`src/include/backlight_pkg.sv`:
```
// Constants and types shared by the backlight dimming core
package backlight_pkg;

    ////////////////////////////////////////////////////////////////////////
    // Clock and timing
    localparam int          CLK_HZ         = 20_000_000;
    localparam int          SLOPE_MAX_MS   = 500;
    localparam int          SLOPE_CODES    = 15;
    localparam int          SLOPE_STEPS    = 4096;
    localparam int          SLOPE_UNIT_CYC = CLK_HZ / 1000 * SLOPE_MAX_MS
                                             / (SLOPE_CODES * SLOPE_STEPS);
    localparam logic [15:0] SLOPE_STEP     = 16'h0010;
    localparam int          ADAPT_US       = 50;
    localparam int          ADAPT_CYC      = CLK_HZ / 1_000_000 * ADAPT_US;

    ////////////////////////////////////////////////////////////////////////
    // Boost settings
    localparam logic [4:0] VB_MAX_CODE = 5'h1e;   // Codes above this give 40 V too
    localparam logic [7:0] VB_STEP_MAX = 8'hf0;   // 125 mV steps above 10 V
    localparam logic [7:0] SW_DIV_MIN  = 8'h10;   // Divider for the fastest rate

    ////////////////////////////////////////////////////////////////////////
    // Resolution selection
    localparam logic [3:0] RES_MIN      = 4'h8;
    localparam logic [4:0] CODE_MAX_10M = 5'h1b;
    localparam logic [4:0] CODE_MAX_20M = 5'h18;
    localparam logic [4:0] CODE_MAX_40M = 5'h08;
    // Resolution above minimum per resistor band, 3 bits each, per clock
    localparam logic [3:0][23:0] RES_BAND = {24'hb2_46db, 24'h8d_b492,
                                             24'h69_2449, 24'h44_9000};

    ////////////////////////////////////////////////////////////////////////
    // Configuration store
    localparam int          CFG_BYTES = 8;
    localparam logic [63:0] CFG_RESET = 64'h0000_0058_8fff_101f;

    typedef enum logic [1:0] {
        SRC_PIN     = 2'b00,
        SRC_PIN_ALT = 2'b01,
        SRC_REG     = 2'b10,
        SRC_DIRECT  = 2'b11
    } src_e;

    typedef struct packed {
        logic [23:0] spare_hi;
        logic [1:0]  input_undervoltage_threshold;
        logic        string_fault_threshold;
        logic        string_fault_enable;
        logic        adaptive_voltage_enable;
        logic [2:0]  headroom_threshold_code;
        logic        boost_auto_enable;
        logic [1:0]  switch_rate_code;
        logic [4:0]  boost_target_code;
        logic [7:0]  brightness_value;
        logic        spare_lo;
        logic [1:0]  brightness_source_select;
        logic        phase_shift_enable;
        logic [3:0]  slope_code;
        logic        freq_resistor_enable;
        logic [1:0]  gen_clock_res_code;
        logic [4:0]  out_freq_code;
    } cfg_s;

    typedef struct packed {
        logic [3:0] open_mask;
        logic [3:0] short_mask;
        logic [2:0] bad_count;
        logic       undervolt;
        logic       overcurrent;
        logic       thermal;
    } fault_s;

endpackage : backlight_pkg

```
`src/verilog/backlight_pwm_dimming_control.sv`:
```
// Backlight PWM dimming, boost target and fault core
`timescale 1ns/1ps
`default_nettype none

// Summary of operation
// - Output PWM frequency comes from the 5-bit frequency code, scaled by multiplier
// - Two-bit code picks generation clock 5, 10, 20 or 40 MHz
// - Code and clock fix frequency and resolution; empty table cells are refused
// - Resistor-select bit takes frequency band from the external resistor instead
// - Phase shift delays each next output by a quarter PWM period
// - Without phase shift all four outputs switch on together
// - Four-bit slope code sets transition time 0 to 500 ms, both directions
// - Weakest headroom compared against threshold; boost target moves in 125 mV steps
// - String with highest forward voltage governs regulation, found automatically
// - Headroom threshold spans about 300 to 1200 mV; phase shift irrelevant
// - Configuration store is eight bytes of front end backed by nonvolatile copy
// - Front-end writes act at once; nonvolatile load and program are commands
// - Two-bit code selects boost switching from 156 kHz to 1.25 MHz
// - Boost auto-enable starts boost whenever backlight is enabled and no undervoltage, overcurrent or thermal shutdown holds
// - Adaptive start loads the manual voltage code, then adjusts from there
// - Manual target is 10 V plus 1 V per code; 30 and 31 give 40 V
// - Any LED, undervoltage, overcurrent or thermal fault pulls fault pin low
// - Fault read or enable pin low clears latched faults
// - String fault enable turns on continuous open and short monitoring
// - Faulty string leaves regulation; open, short and count are reported
// - One bit picks 3.3 V or 5.3 V allowed string variation
// - Source select: pin duty, brightness register, or pin passed straight through
// - Undervoltage stops outputs and boost, flags fault, restarts on recovery
module backlight_pwm_dimming_control #(
    parameter int ADAPT_CYC = backlight_pkg::ADAPT_CYC
) (
    // Clock and reset
    input  wire logic              clk_sys,
    input  wire logic              sys_rst,
    // Device pins
    input  wire logic              enable_pin,
    input  wire logic              pwm_in_pin,
    input  wire logic [2:0]        freq_resistor_pin,
    input  wire logic              fault_i,
    output logic                   fault_o,
    output logic                   fault_oe,
    // Analog monitor comparators, one bit per string for headroom, open and short
    input  wire logic [3:0]        headroom_low,
    input  wire logic [3:0]        headroom_high,
    input  wire logic [3:0]        string_open,
    input  wire logic [3:0]        string_short,
    input  wire logic              undervolt_det,
    input  wire logic              overcurrent_det,
    input  wire logic              thermal_det,
    // Control and configuration store
    input  wire logic              backlight_enable,
    input  wire logic              cfg_wr,
    input  wire logic [2:0]        cfg_addr,
    input  wire logic [7:0]        cfg_wdata,
    output logic      [7:0]        cfg_rdata,
    input  wire logic              nvm_load,
    input  wire logic              nvm_program,
    input  wire logic              fault_rd,
    output backlight_pkg::fault_s  fault_status,
    // Drivers and boost stage
    output logic      [3:0]        led_out,
    output logic                   boost_run,
    output logic                   boost_switch_tick,
    output logic      [7:0]        boost_target_step,
    output logic      [2:0]        headroom_ref,
    output logic                   fault_thr_sel,
    output logic      [1:0]        uv_ref_sel,
    output logic                   pwm_config_invalid
);

    ////////////////////////////////////////////////////////////////////////
    // Two-stage synchronisers for every pin except fault_i, and every comparator input
    logic [23:0] raw_in;
    logic [23:0] sync1_reg;
    logic [23:0] sync2_reg;
    logic        en_s;
    logic        pwm_s;
    logic [2:0]  band_s;
    logic [3:0]  hl_s;
    logic [3:0]  hh_s;
    logic [3:0]  op_s;
    logic [3:0]  sh_s;
    logic        uv_s;
    logic        oc_s;
    logic        tsd_s;

    assign raw_in = {enable_pin, pwm_in_pin, freq_resistor_pin, headroom_low, headroom_high,
                     string_open, string_short, undervolt_det, overcurrent_det, thermal_det};
    assign {en_s, pwm_s, band_s, hl_s, hh_s, op_s, sh_s, uv_s, oc_s, tsd_s} = sync2_reg;

    always_ff @(posedge clk_sys) begin
        sync1_reg <= sys_rst ? 24'h00_0000 : raw_in;
        sync2_reg <= sys_rst ? 24'h00_0000 : sync1_reg;
    end

    ////////////////////////////////////////////////////////////////////////
    // Configuration front end and its nonvolatile copy
    logic [7:0]          cfg_mem [backlight_pkg::CFG_BYTES];
    logic [7:0]          nvm_mem [backlight_pkg::CFG_BYTES];
    backlight_pkg::cfg_s cfg;

    assign cfg = {cfg_mem[7], cfg_mem[6], cfg_mem[5], cfg_mem[4],
                  cfg_mem[3], cfg_mem[2], cfg_mem[1], cfg_mem[0]};

    // front end written at once, copies only on command
    always_ff @(posedge clk_sys) begin
        for (int i = 0; i < backlight_pkg::CFG_BYTES; i++) begin
            if (sys_rst) begin
                cfg_mem[i] <= backlight_pkg::CFG_RESET[i*8 +: 8];
                nvm_mem[i] <= backlight_pkg::CFG_RESET[i*8 +: 8];
            end else begin
                if (nvm_load)
                    cfg_mem[i] <= nvm_mem[i];
                else if (cfg_wr && cfg_addr == 3'(i))
                    cfg_mem[i] <= cfg_wdata;
                if (nvm_program)
                    nvm_mem[i] <= cfg_mem[i];
            end
        end
    end

    ////////////////////////////////////////////////////////////////////////
    // Generation clock enable and resolution
    logic [1:0]  gdiv_reg;
    logic [1:0]  rc;
    logic        tick5;
    logic        gen_tick;
    logic [12:0] gen_step;
    logic [4:0]  code_lim;
    logic [2:0]  band_off;
    logic [3:0]  res;
    logic        cfg_ok;
    logic [12:0] mask;
    logic [12:0] quarter;

    // resolution follows the frequency code rows
    function automatic logic [3:0] code_res(input logic [4:0] c);
        logic [3:0] off;
        off = (c >= 5'h1c) ? 4'h0 : (c >= 5'h19) ? 4'h1 : (c >= 5'h09) ? 4'h2 :
              (c >= 5'h04) ? 4'h3 : (c >= 5'h01) ? 4'h4 : 4'h5;
        return backlight_pkg::RES_MIN + off;
    endfunction : code_res

    // 5 MHz base, doubled up to 40 MHz; 40 MHz counts two per cycle
    assign rc       = cfg.gen_clock_res_code;
    assign tick5    = gdiv_reg == 2'h3;
    assign gen_tick = (rc == 2'h0) ? tick5 : (rc == 2'h1) ? gdiv_reg[0] : 1'b1;
    assign gen_step = (rc == 2'h3) ? 13'h0002 : 13'h0001;
    // faster clocks leave the high codes unavailable
    assign code_lim = (rc == 2'h0) ? 5'h1f : (rc == 2'h1) ? backlight_pkg::CODE_MAX_10M :
                      (rc == 2'h2) ? backlight_pkg::CODE_MAX_20M : backlight_pkg::CODE_MAX_40M;
    // resistor band picks the row when selected
    assign band_off = backlight_pkg::RES_BAND[rc][band_s*3 +: 3];
    assign res      = cfg.freq_resistor_enable ? backlight_pkg::RES_MIN + {1'b0, band_off}
                                               : code_res(cfg.out_freq_code);
    assign cfg_ok   = cfg.freq_resistor_enable || cfg.out_freq_code <= code_lim;
    assign mask     = 13'((14'h0001 << res) - 14'h0001);
    assign quarter  = 13'(14'h0001 << (res - 4'h2));

    ////////////////////////////////////////////////////////////////////////
    // Input duty detector: high samples over a window of 8192 ticks at 5 MHz
    logic [12:0] win_reg;
    logic [12:0] hi_reg;
    logic [12:0] pin_duty_reg;
    logic        win_end;

    assign win_end = tick5 && win_reg == 13'h1fff;

    always_ff @(posedge clk_sys) begin
        gdiv_reg <= sys_rst ? 2'h0 : gdiv_reg + 2'h1;
        if (sys_rst) begin
            win_reg      <= 13'h0000;
            hi_reg       <= 13'h0000;
            pin_duty_reg <= 13'h0000;
        end else if (tick5) begin
            win_reg      <= win_reg + 13'h0001;
            hi_reg       <= win_end ? 13'h0000 : hi_reg + {12'h000, pwm_s};
            pin_duty_reg <= win_end ? hi_reg : pin_duty_reg;
        end
    end

    ////////////////////////////////////////////////////////////////////////
    // Duty source and sloper
    logic        direct;
    logic [15:0] target;
    logic [11:0] slc_reg;
    logic [11:0] slope_lim;
    logic [15:0] slope_reg;
    logic [15:0] slope_next;

    // source select, direct mode bypasses slope and phase
    assign direct = cfg.brightness_source_select == backlight_pkg::SRC_DIRECT;
    assign target = (cfg.brightness_source_select == backlight_pkg::SRC_REG)
                  ? {cfg.brightness_value, cfg.brightness_value}
                  : {pin_duty_reg, pin_duty_reg[12:10]};
    // same step rate up and down, full swing in code times about 33 ms
    assign slope_lim  = 12'(cfg.slope_code * backlight_pkg::SLOPE_UNIT_CYC);
    assign slope_next = (target > slope_reg)
        ? ((target - slope_reg > backlight_pkg::SLOPE_STEP)
           ? slope_reg + backlight_pkg::SLOPE_STEP : target)
        : ((slope_reg - target > backlight_pkg::SLOPE_STEP)
           ? slope_reg - backlight_pkg::SLOPE_STEP : target);

    always_ff @(posedge clk_sys) begin
        if (sys_rst || cfg.slope_code == 4'h0) begin
            slc_reg   <= 12'h000;
            slope_reg <= sys_rst ? 16'h0000 : target;
        end else if (slc_reg >= slope_lim - 12'h001) begin
            slc_reg   <= 12'h000;
            slope_reg <= slope_next;
        end else begin
            slc_reg   <= slc_reg + 12'h001;
        end
    end

    ////////////////////////////////////////////////////////////////////////
    // PWM counter and per-output comparators
    logic [12:0] cnt_reg;
    logic [12:0] duty_res;
    logic [3:0]  lvl;

    // most significant bits of the sloped duty at the chosen resolution
    assign duty_res = 13'(slope_reg >> (5'h10 - {1'b0, res}));

    for (genvar i = 0; i < 4; i++) begin : g_out
        logic [12:0] ph;
        // quarter-period offsets only when phase shift is on
        assign ph     = cfg.phase_shift_enable ? 13'(quarter * i) : 13'h0000;
        assign lvl[i] = ((cnt_reg - ph) & mask) < duty_res;
    end

    always_ff @(posedge clk_sys) begin
        if (sys_rst)
            cnt_reg <= 13'h0000;
        else if (gen_tick)
            cnt_reg <= (cnt_reg + gen_step) & mask;
    end

    ////////////////////////////////////////////////////////////////////////
    // Run state, faults and boost control
    backlight_pkg::fault_s lat_reg;
    backlight_pkg::fault_s lat_next;
    logic        active;
    logic        uv_live;
    logic        shutdown;
    logic        drive_ok;
    logic        boost_on_next;
    logic        boost_start;
    logic        clr;
    logic [3:0]  str_mon;
    logic [3:0]  live;
    logic        need_up;
    logic        all_high;
    logic [4:0]  man_code;
    logic [7:0]  manual_step;
    logic [3:0]  led_reg;
    logic        boost_run_reg;
    logic        sw_tick_reg;
    logic [7:0]  sw_cnt_reg;
    logic [7:0]  sw_term;
    logic [15:0] ad_cnt_reg;
    logic        ad_tick;
    logic [7:0]  tgt_reg;
    logic        fault_oe_reg;
    logic [7:0]  rdata_reg;
    logic [6:0]  misc_reg;

    // undervolt stops drive while present, threshold code zero disables it
    assign active        = en_s && backlight_enable;
    assign uv_live       = uv_s && cfg.input_undervoltage_threshold != 2'h0;
    assign shutdown      = uv_live || lat_reg.overcurrent || tsd_s;
    assign drive_ok      = active && !shutdown && cfg_ok;
    // boost follows backlight enable when auto-enable is set
    assign boost_on_next = active && !shutdown && cfg.boost_auto_enable;
    assign boost_start   = boost_on_next && !boost_run_reg;
    // read strobe or enable pin low clears
    assign clr           = fault_rd || !en_s;
    assign str_mon       = {4{cfg.string_fault_enable && active}};

    // set wins over clear; count of faulty strings
    always_comb begin
        lat_next.open_mask   = (str_mon & op_s) | (clr ? 4'h0 : lat_reg.open_mask);
        lat_next.short_mask  = (str_mon & sh_s) | (clr ? 4'h0 : lat_reg.short_mask);
        lat_next.undervolt   = uv_live || (!clr && lat_reg.undervolt);
        lat_next.overcurrent = oc_s || (!clr && lat_reg.overcurrent);
        lat_next.thermal     = tsd_s || (!clr && lat_reg.thermal);
        lat_next.bad_count   = 3'h0;
        for (int i = 0; i < 4; i++)
            lat_next.bad_count = lat_next.bad_count
                + {2'h0, lat_next.open_mask[i] | lat_next.short_mask[i]};
    end

    // faulty strings leave the loop, weakest live string governs
    assign live     = ~(lat_reg.open_mask | lat_reg.short_mask);
    assign need_up  = |(hl_s & live);
    assign all_high = &(hh_s | ~live);
    // one volt is eight 125 mV steps, top codes clamp
    assign man_code    = (cfg.boost_target_code > backlight_pkg::VB_MAX_CODE)
                       ? backlight_pkg::VB_MAX_CODE : cfg.boost_target_code;
    assign manual_step = {man_code, 3'h0};
    // divide by 128, 64, 32 or 16
    assign sw_term = (backlight_pkg::SW_DIV_MIN << (2'h3 - cfg.switch_rate_code)) - 8'h01;
    assign ad_tick = ad_cnt_reg == 16'(ADAPT_CYC - 1);

    always_ff @(posedge clk_sys) begin
        if (sys_rst || !boost_run_reg) begin
            sw_cnt_reg  <= 8'h00;
            sw_tick_reg <= 1'b0;
        end else begin
            sw_cnt_reg  <= (sw_cnt_reg >= sw_term) ? 8'h00 : sw_cnt_reg + 8'h01;
            sw_tick_reg <= sw_cnt_reg >= sw_term;
        end
    end

    // adaptive start from manual code, then single 125 mV steps
    always_ff @(posedge clk_sys) begin
        ad_cnt_reg <= (sys_rst || ad_tick) ? 16'h0000 : ad_cnt_reg + 16'h0001;
        if (sys_rst)
            tgt_reg <= 8'h00;
        else if (!cfg.adaptive_voltage_enable || boost_start)
            tgt_reg <= manual_step;
        else if (boost_run_reg && ad_tick && need_up && tgt_reg < backlight_pkg::VB_STEP_MAX)
            tgt_reg <= tgt_reg + 8'h01;
        else if (boost_run_reg && ad_tick && !need_up && all_high && tgt_reg != 8'h00)
            tgt_reg <= tgt_reg - 8'h01;
    end

    // Output registers; analog references follow the store one cycle late
    always_ff @(posedge clk_sys) begin
        if (sys_rst) begin
            lat_reg       <= '0;
            led_reg       <= 4'h0;
            boost_run_reg <= 1'b0;
            fault_oe_reg  <= 1'b0;
            rdata_reg     <= 8'h00;
            misc_reg      <= 7'h00;
        end else begin
            lat_reg       <= lat_next;
            led_reg       <= !drive_ok ? 4'h0 : direct ? {4{pwm_s}} : lvl;
            boost_run_reg <= boost_on_next;
            // pin held low while anything stays latched
            fault_oe_reg  <= |{lat_next.open_mask, lat_next.short_mask, lat_next.undervolt,
                               lat_next.overcurrent, lat_next.thermal};
            rdata_reg     <= cfg_mem[cfg_addr];
            // threshold codes go to comparators, same in both PWM schemes
            misc_reg      <= {!cfg_ok, cfg.input_undervoltage_threshold,
                              cfg.string_fault_threshold, cfg.headroom_threshold_code};
        end
    end

    assign fault_o            = 1'b0;   // Open drain: only the enable moves
    assign fault_oe           = fault_oe_reg;
    assign fault_status       = lat_reg;
    assign cfg_rdata          = rdata_reg;
    assign led_out            = led_reg;
    assign boost_run          = boost_run_reg;
    assign boost_switch_tick  = sw_tick_reg;
    assign boost_target_step  = tgt_reg;
    assign headroom_ref       = misc_reg[2:0];
    assign fault_thr_sel      = misc_reg[3];
    assign uv_ref_sel         = misc_reg[5:4];
    assign pwm_config_invalid = misc_reg[6];
endmodule : backlight_pwm_dimming_control

`default_nettype wire

```
`config.mk`:
```
export PLATFORM = sky130hd
export DESIGN_NAME = backlight_pwm_dimming_control
export DESIGN_NICKNAME = d
export VERILOG_FILES = /design/src/include/backlight_pkg.sv /design/src/verilog/backlight_pwm_dimming_control.sv
export SDC_FILE = /design/constraint.sdc
export NUM_CORES = 1
export LEC_CHECK = 0
export ABC_AREA = 1
export BUFFER_PORTS_ARGS = -buffer_cell sky130_fd_sc_hd__buf_4
export CELL_PAD_IN_SITES_DETAIL_PLACEMENT = 2
export CELL_PAD_IN_SITES_GLOBAL_PLACEMENT = 2
export CORE_MARGIN = 10
export CORE_UTILIZATION = 37
export DETAILED_ROUTE_END_ITERATION = 8
export MAX_ROUTING_LAYER = met4
export PLACE_DENSITY_LB_ADDON = 0.1
export SYNTH_ARGS = -nofsm -noshare
export SYNTH_HDL_FRONTEND = slang
export SYNTH_SLANG_ARGS = --single-unit
```
`constraint.sdc`:
```
create_clock -name clk_sys -period 7.01 [get_ports clk_sys]
set_input_delay 1.402 -clock clk_sys [delete_from_list [all_inputs] [get_ports clk_sys]]
set_output_delay 1.402 -clock clk_sys [all_outputs]
set_load 0.01 [all_outputs]
```
==> results.txt <==
cell types with the highest counts after synthesis: nand2_1, inv_1, nor2_1
internal reg-to-reg setup slack: 0.60 ns
clk_lat worst skew: 0.55 ns
count of clock tree sinks: 326
dominant cells by area after synthesis: edfxtp_1, dfxtp_1, ha_1
FF-to-FF path depth: 41
post-synthesis async set-or-reset flop share: 0
shortest clock period the worst path allows after layout: 6.41 ns
setup violators final: 0
DP Worst Slack: 0.393 ns
Min-Delay Path Depth: 2
destination of the worst register-to-register timing path: led_out[3]$_SDFF_PP0_
top cell type by total area after synthesis: edfxtp_1
first drt pass iteration count: 5
initial antenna violation count: 0
final critical-path setup slack: 0.601 ns
start point of the worst min-delay path: sync1_reg[10]$_SDFF_PP0_
Yosys cell types: 63
EDFF count, synth: 144
final cycle utilization of the critical path: 0.914
Crit Path Category: reg2reg
cells after synthesis: 2715
Die Ht: 256 µm
largest registers in the final layout: cfg_mem: 64 flops, nvm_mem: 64 flops
slowest stage delay, CP: 0.46 ns
Clock Pin Slew Worst Setup and Hold Paths: 0.06 ns
P_leak: 10.3 nW
initial core utilization: 0.374
Antenna Nets Post-Route: 0
layout cell share with drive strength beyond 1: 0.0796
library cell with the highest instance count after synthesis: nand2_1
worst-case clock skew: 0.0220 ns
post-synthesis register bit count: 326
result of the run: complete, no violations
total via count after detailed routing: 18800
clock root buffer: clkbuf_16
endpoint of the worst hold path: sync2_reg[10]$_SDFF_PP0_
routed wire length: 73900 µm
total number of nets in the final design: 3022
half-perimeter wire length of the detailed placement result: 56800 µm
number of cell rows: 86
cell repeated most along the worst path: nor2_1
CTS Hold Bufs: 0
warnings from Yosys: 0
Ports: 88
RSZ-0062 raised after global routing: no
setup total negative slack: 0 ns
crit path max fanout: 27
Detailed Route Iter0 Violations: 849
detail-routed net length per standard cell: 20.7 µm
syn avg cell area: 7.61 µm²
H-tree Lvls: 2
kind of end point of the critical path: flop
highest clock frequency the design can meet: 156 MHz
Net Count, Synth: 2949
number of max-slew violations in the final report: 0
ant diodes: 0
Hold Worst Slack: 0.408 ns
Placeable Area: 55200 µm²
PortBufs: 85
fraction of synthesized cell area taken by the top area cell type: 0.209
share of the yosys chip area belonging to registers: 0.386
Arr. time, crit path: 6.86 ns
summed instance area of the synthesized netlist: 20700 µm²
post-CTS setup buffers: 0
horizontal die dimension: 256 µm
worst voltage drop across the vdd grid: 0.000217 V
wire length of the first global-routing pass: 117000 µm
Slew headroom: 0.117
aggregate global-route resource usage: 0.226
R2R Path Start: cfg_mem[0][6]$_DFFE_PP_
via count of the first global-routing pass: 21000
Critical-path top delay cell: edfxtp_1
slew of the pin with the lowest slew margin: 1.31 ns
weighted congestion reported at the end of routability-driven placement: 0.866
area growth from synthesis to final layout: 12.3%
buffers from clock root to sink, at most: 3
vias per inst: 5.28
pin count of the biggest net entering global routing: 50
DRC violations left: 0
power density over the cells: 241 nW/µm²
HP Class: reg2reg
total global routing overflow: 0
TritonCTS clock tree: done
prevailing post-synth register cell: dfxtp_1
maximum capacitance violations: 0
Die Area: 65700 µm²
critical path launch point type: flop
data required time at the worst endpoint: 7.47 ns
clock buffers created by TritonCTS: 37
hold violation count in the final report: 0
layer usage:
metal,global-route usage,wire [µm],share of wire
met1,0.267,32700,0.44
met2,0.404,37600,0.51
met3,0.0245,1890,0.026
met4,0.0564,1670,0.023
met5,-,0,0
cell type report:
cell class / instances / area [µm²]
inverters: 403 / 1510
flip-flops and latches: 326 / 7970
clock inverters: 21 / 191
multi-input cells: 1922 / 10900
fillers: 6434 / 32000
well taps: 748 / 936
repair buffers: 98 / 736
clock buffers: 44 / 973
worst max-delay path, delay by kind of cell (launching register included):
family | cells | cell delay (ns)
AOI/OAI and AO/OA | 9 | 1.55
xor gates and xnor gates | 1 | 0.14
adders and majority gates | 6 | 1.80
buffers and inverters | 5 | 0.55
DFF | 1 | 0.46
and+or+nand+nor | 20 | 1.83
worst max-delay path by stage:
stage                            start                     to  slack [ns]
3_3_place_gp   cfg_mem[0][5]$_DFFE_PP_  led_out[3]$_SDFF_PP0_        0.74
5_1_grt        cfg_mem[0][6]$_DFFE_PP_  led_out[3]$_SDFF_PP0_        0.04
4_1_cts        cfg_mem[0][6]$_DFFE_PP_  led_out[3]$_SDFF_PP0_        0.36
2_1_floorplan  cfg_mem[0][5]$_DFFE_PP_  led_out[3]$_SDFF_PP0_        1.56
3_5_place_dp   cfg_mem[0][6]$_DFFE_PP_  led_out[3]$_SDFF_PP0_        0.39
6_report       cfg_mem[0][6]$_DFFE_PP_  led_out[3]$_SDFF_PP0_        0.60
where the power goes:
group	internal, W	total (W)	switching [W]
combinational	0.000482	0.00150	0.00102
sequential	0.00207	0.00215	0.0000803
clock	0.00111	0.00193	0.000826
total	0.00366	0.00558	0.00192
cells by family after synthesis:
group / share of synthesized area
simple gates: 0.240
compound gates: 0.129
buf+inv: 0.0889
flops: 0.386
fa+ha+maj: 0.119
xor+xnor: 0.0369
other cells: 0.000182
through the flow:
stage / instances / util / power [W] / instance area (µm²)
5_1_grt: 3562 / 0.420 / 0.00590 / 23200
6_report: 3562 / 0.420 / 0.00558 / 23200
3_5_place_dp: 3497 / 0.399 / 0.00369 / 22000
4_1_cts: 3562 / 0.420 / 0.00563 / 23200
2_1_floorplan: 2715 / - / 0.00319 / 20700
3_3_place_gp: 3497 / 0.399 / 0.00360 / 22000
repair_timing:
item / CTS / global route
hold endpoints to repair: 0 / 0
gates resized for setup: 0 / 7
endpoints found under the setup margin: 0 / 1
cell usage in the layout, fill, tap and decap left out, types with 5 or more instances in the layout:
cell       netlist  layout
inv_1          388     385
o21ai_0        158     157
nor3_1          57      57
a21oi_1        193     192
xor2_1          70      70
a21boi_0         5       5
a211oi_1        15      15
clkinv_2         0       9
buf_4            6      98
nor2_1         353     352
o211ai_1         5       5
nor3_2           5       5
inv_2            9      12
dfxtp_1        182     182
o21bai_1         8       8
nand3_1        150     150
nand2_2         13      14
o21ai_1         12      12
edfxtp_1       144     144
a21o_1           7       7
clkbuf_16        0      38
clkinv_1         6      10
nand3b_1         5       5
nand2_1        519     518
clkbuf_1        46       6
ha_1           183     183
nor3b_1          6       6
xnor2_1         17      17
or2_2           13      13
o22ai_1         18      18
a22oi_1         12      12
fa_1             8       8
nor4_1          14      14
nand4_1         18      18
Power figures use the tool's default switching activity.
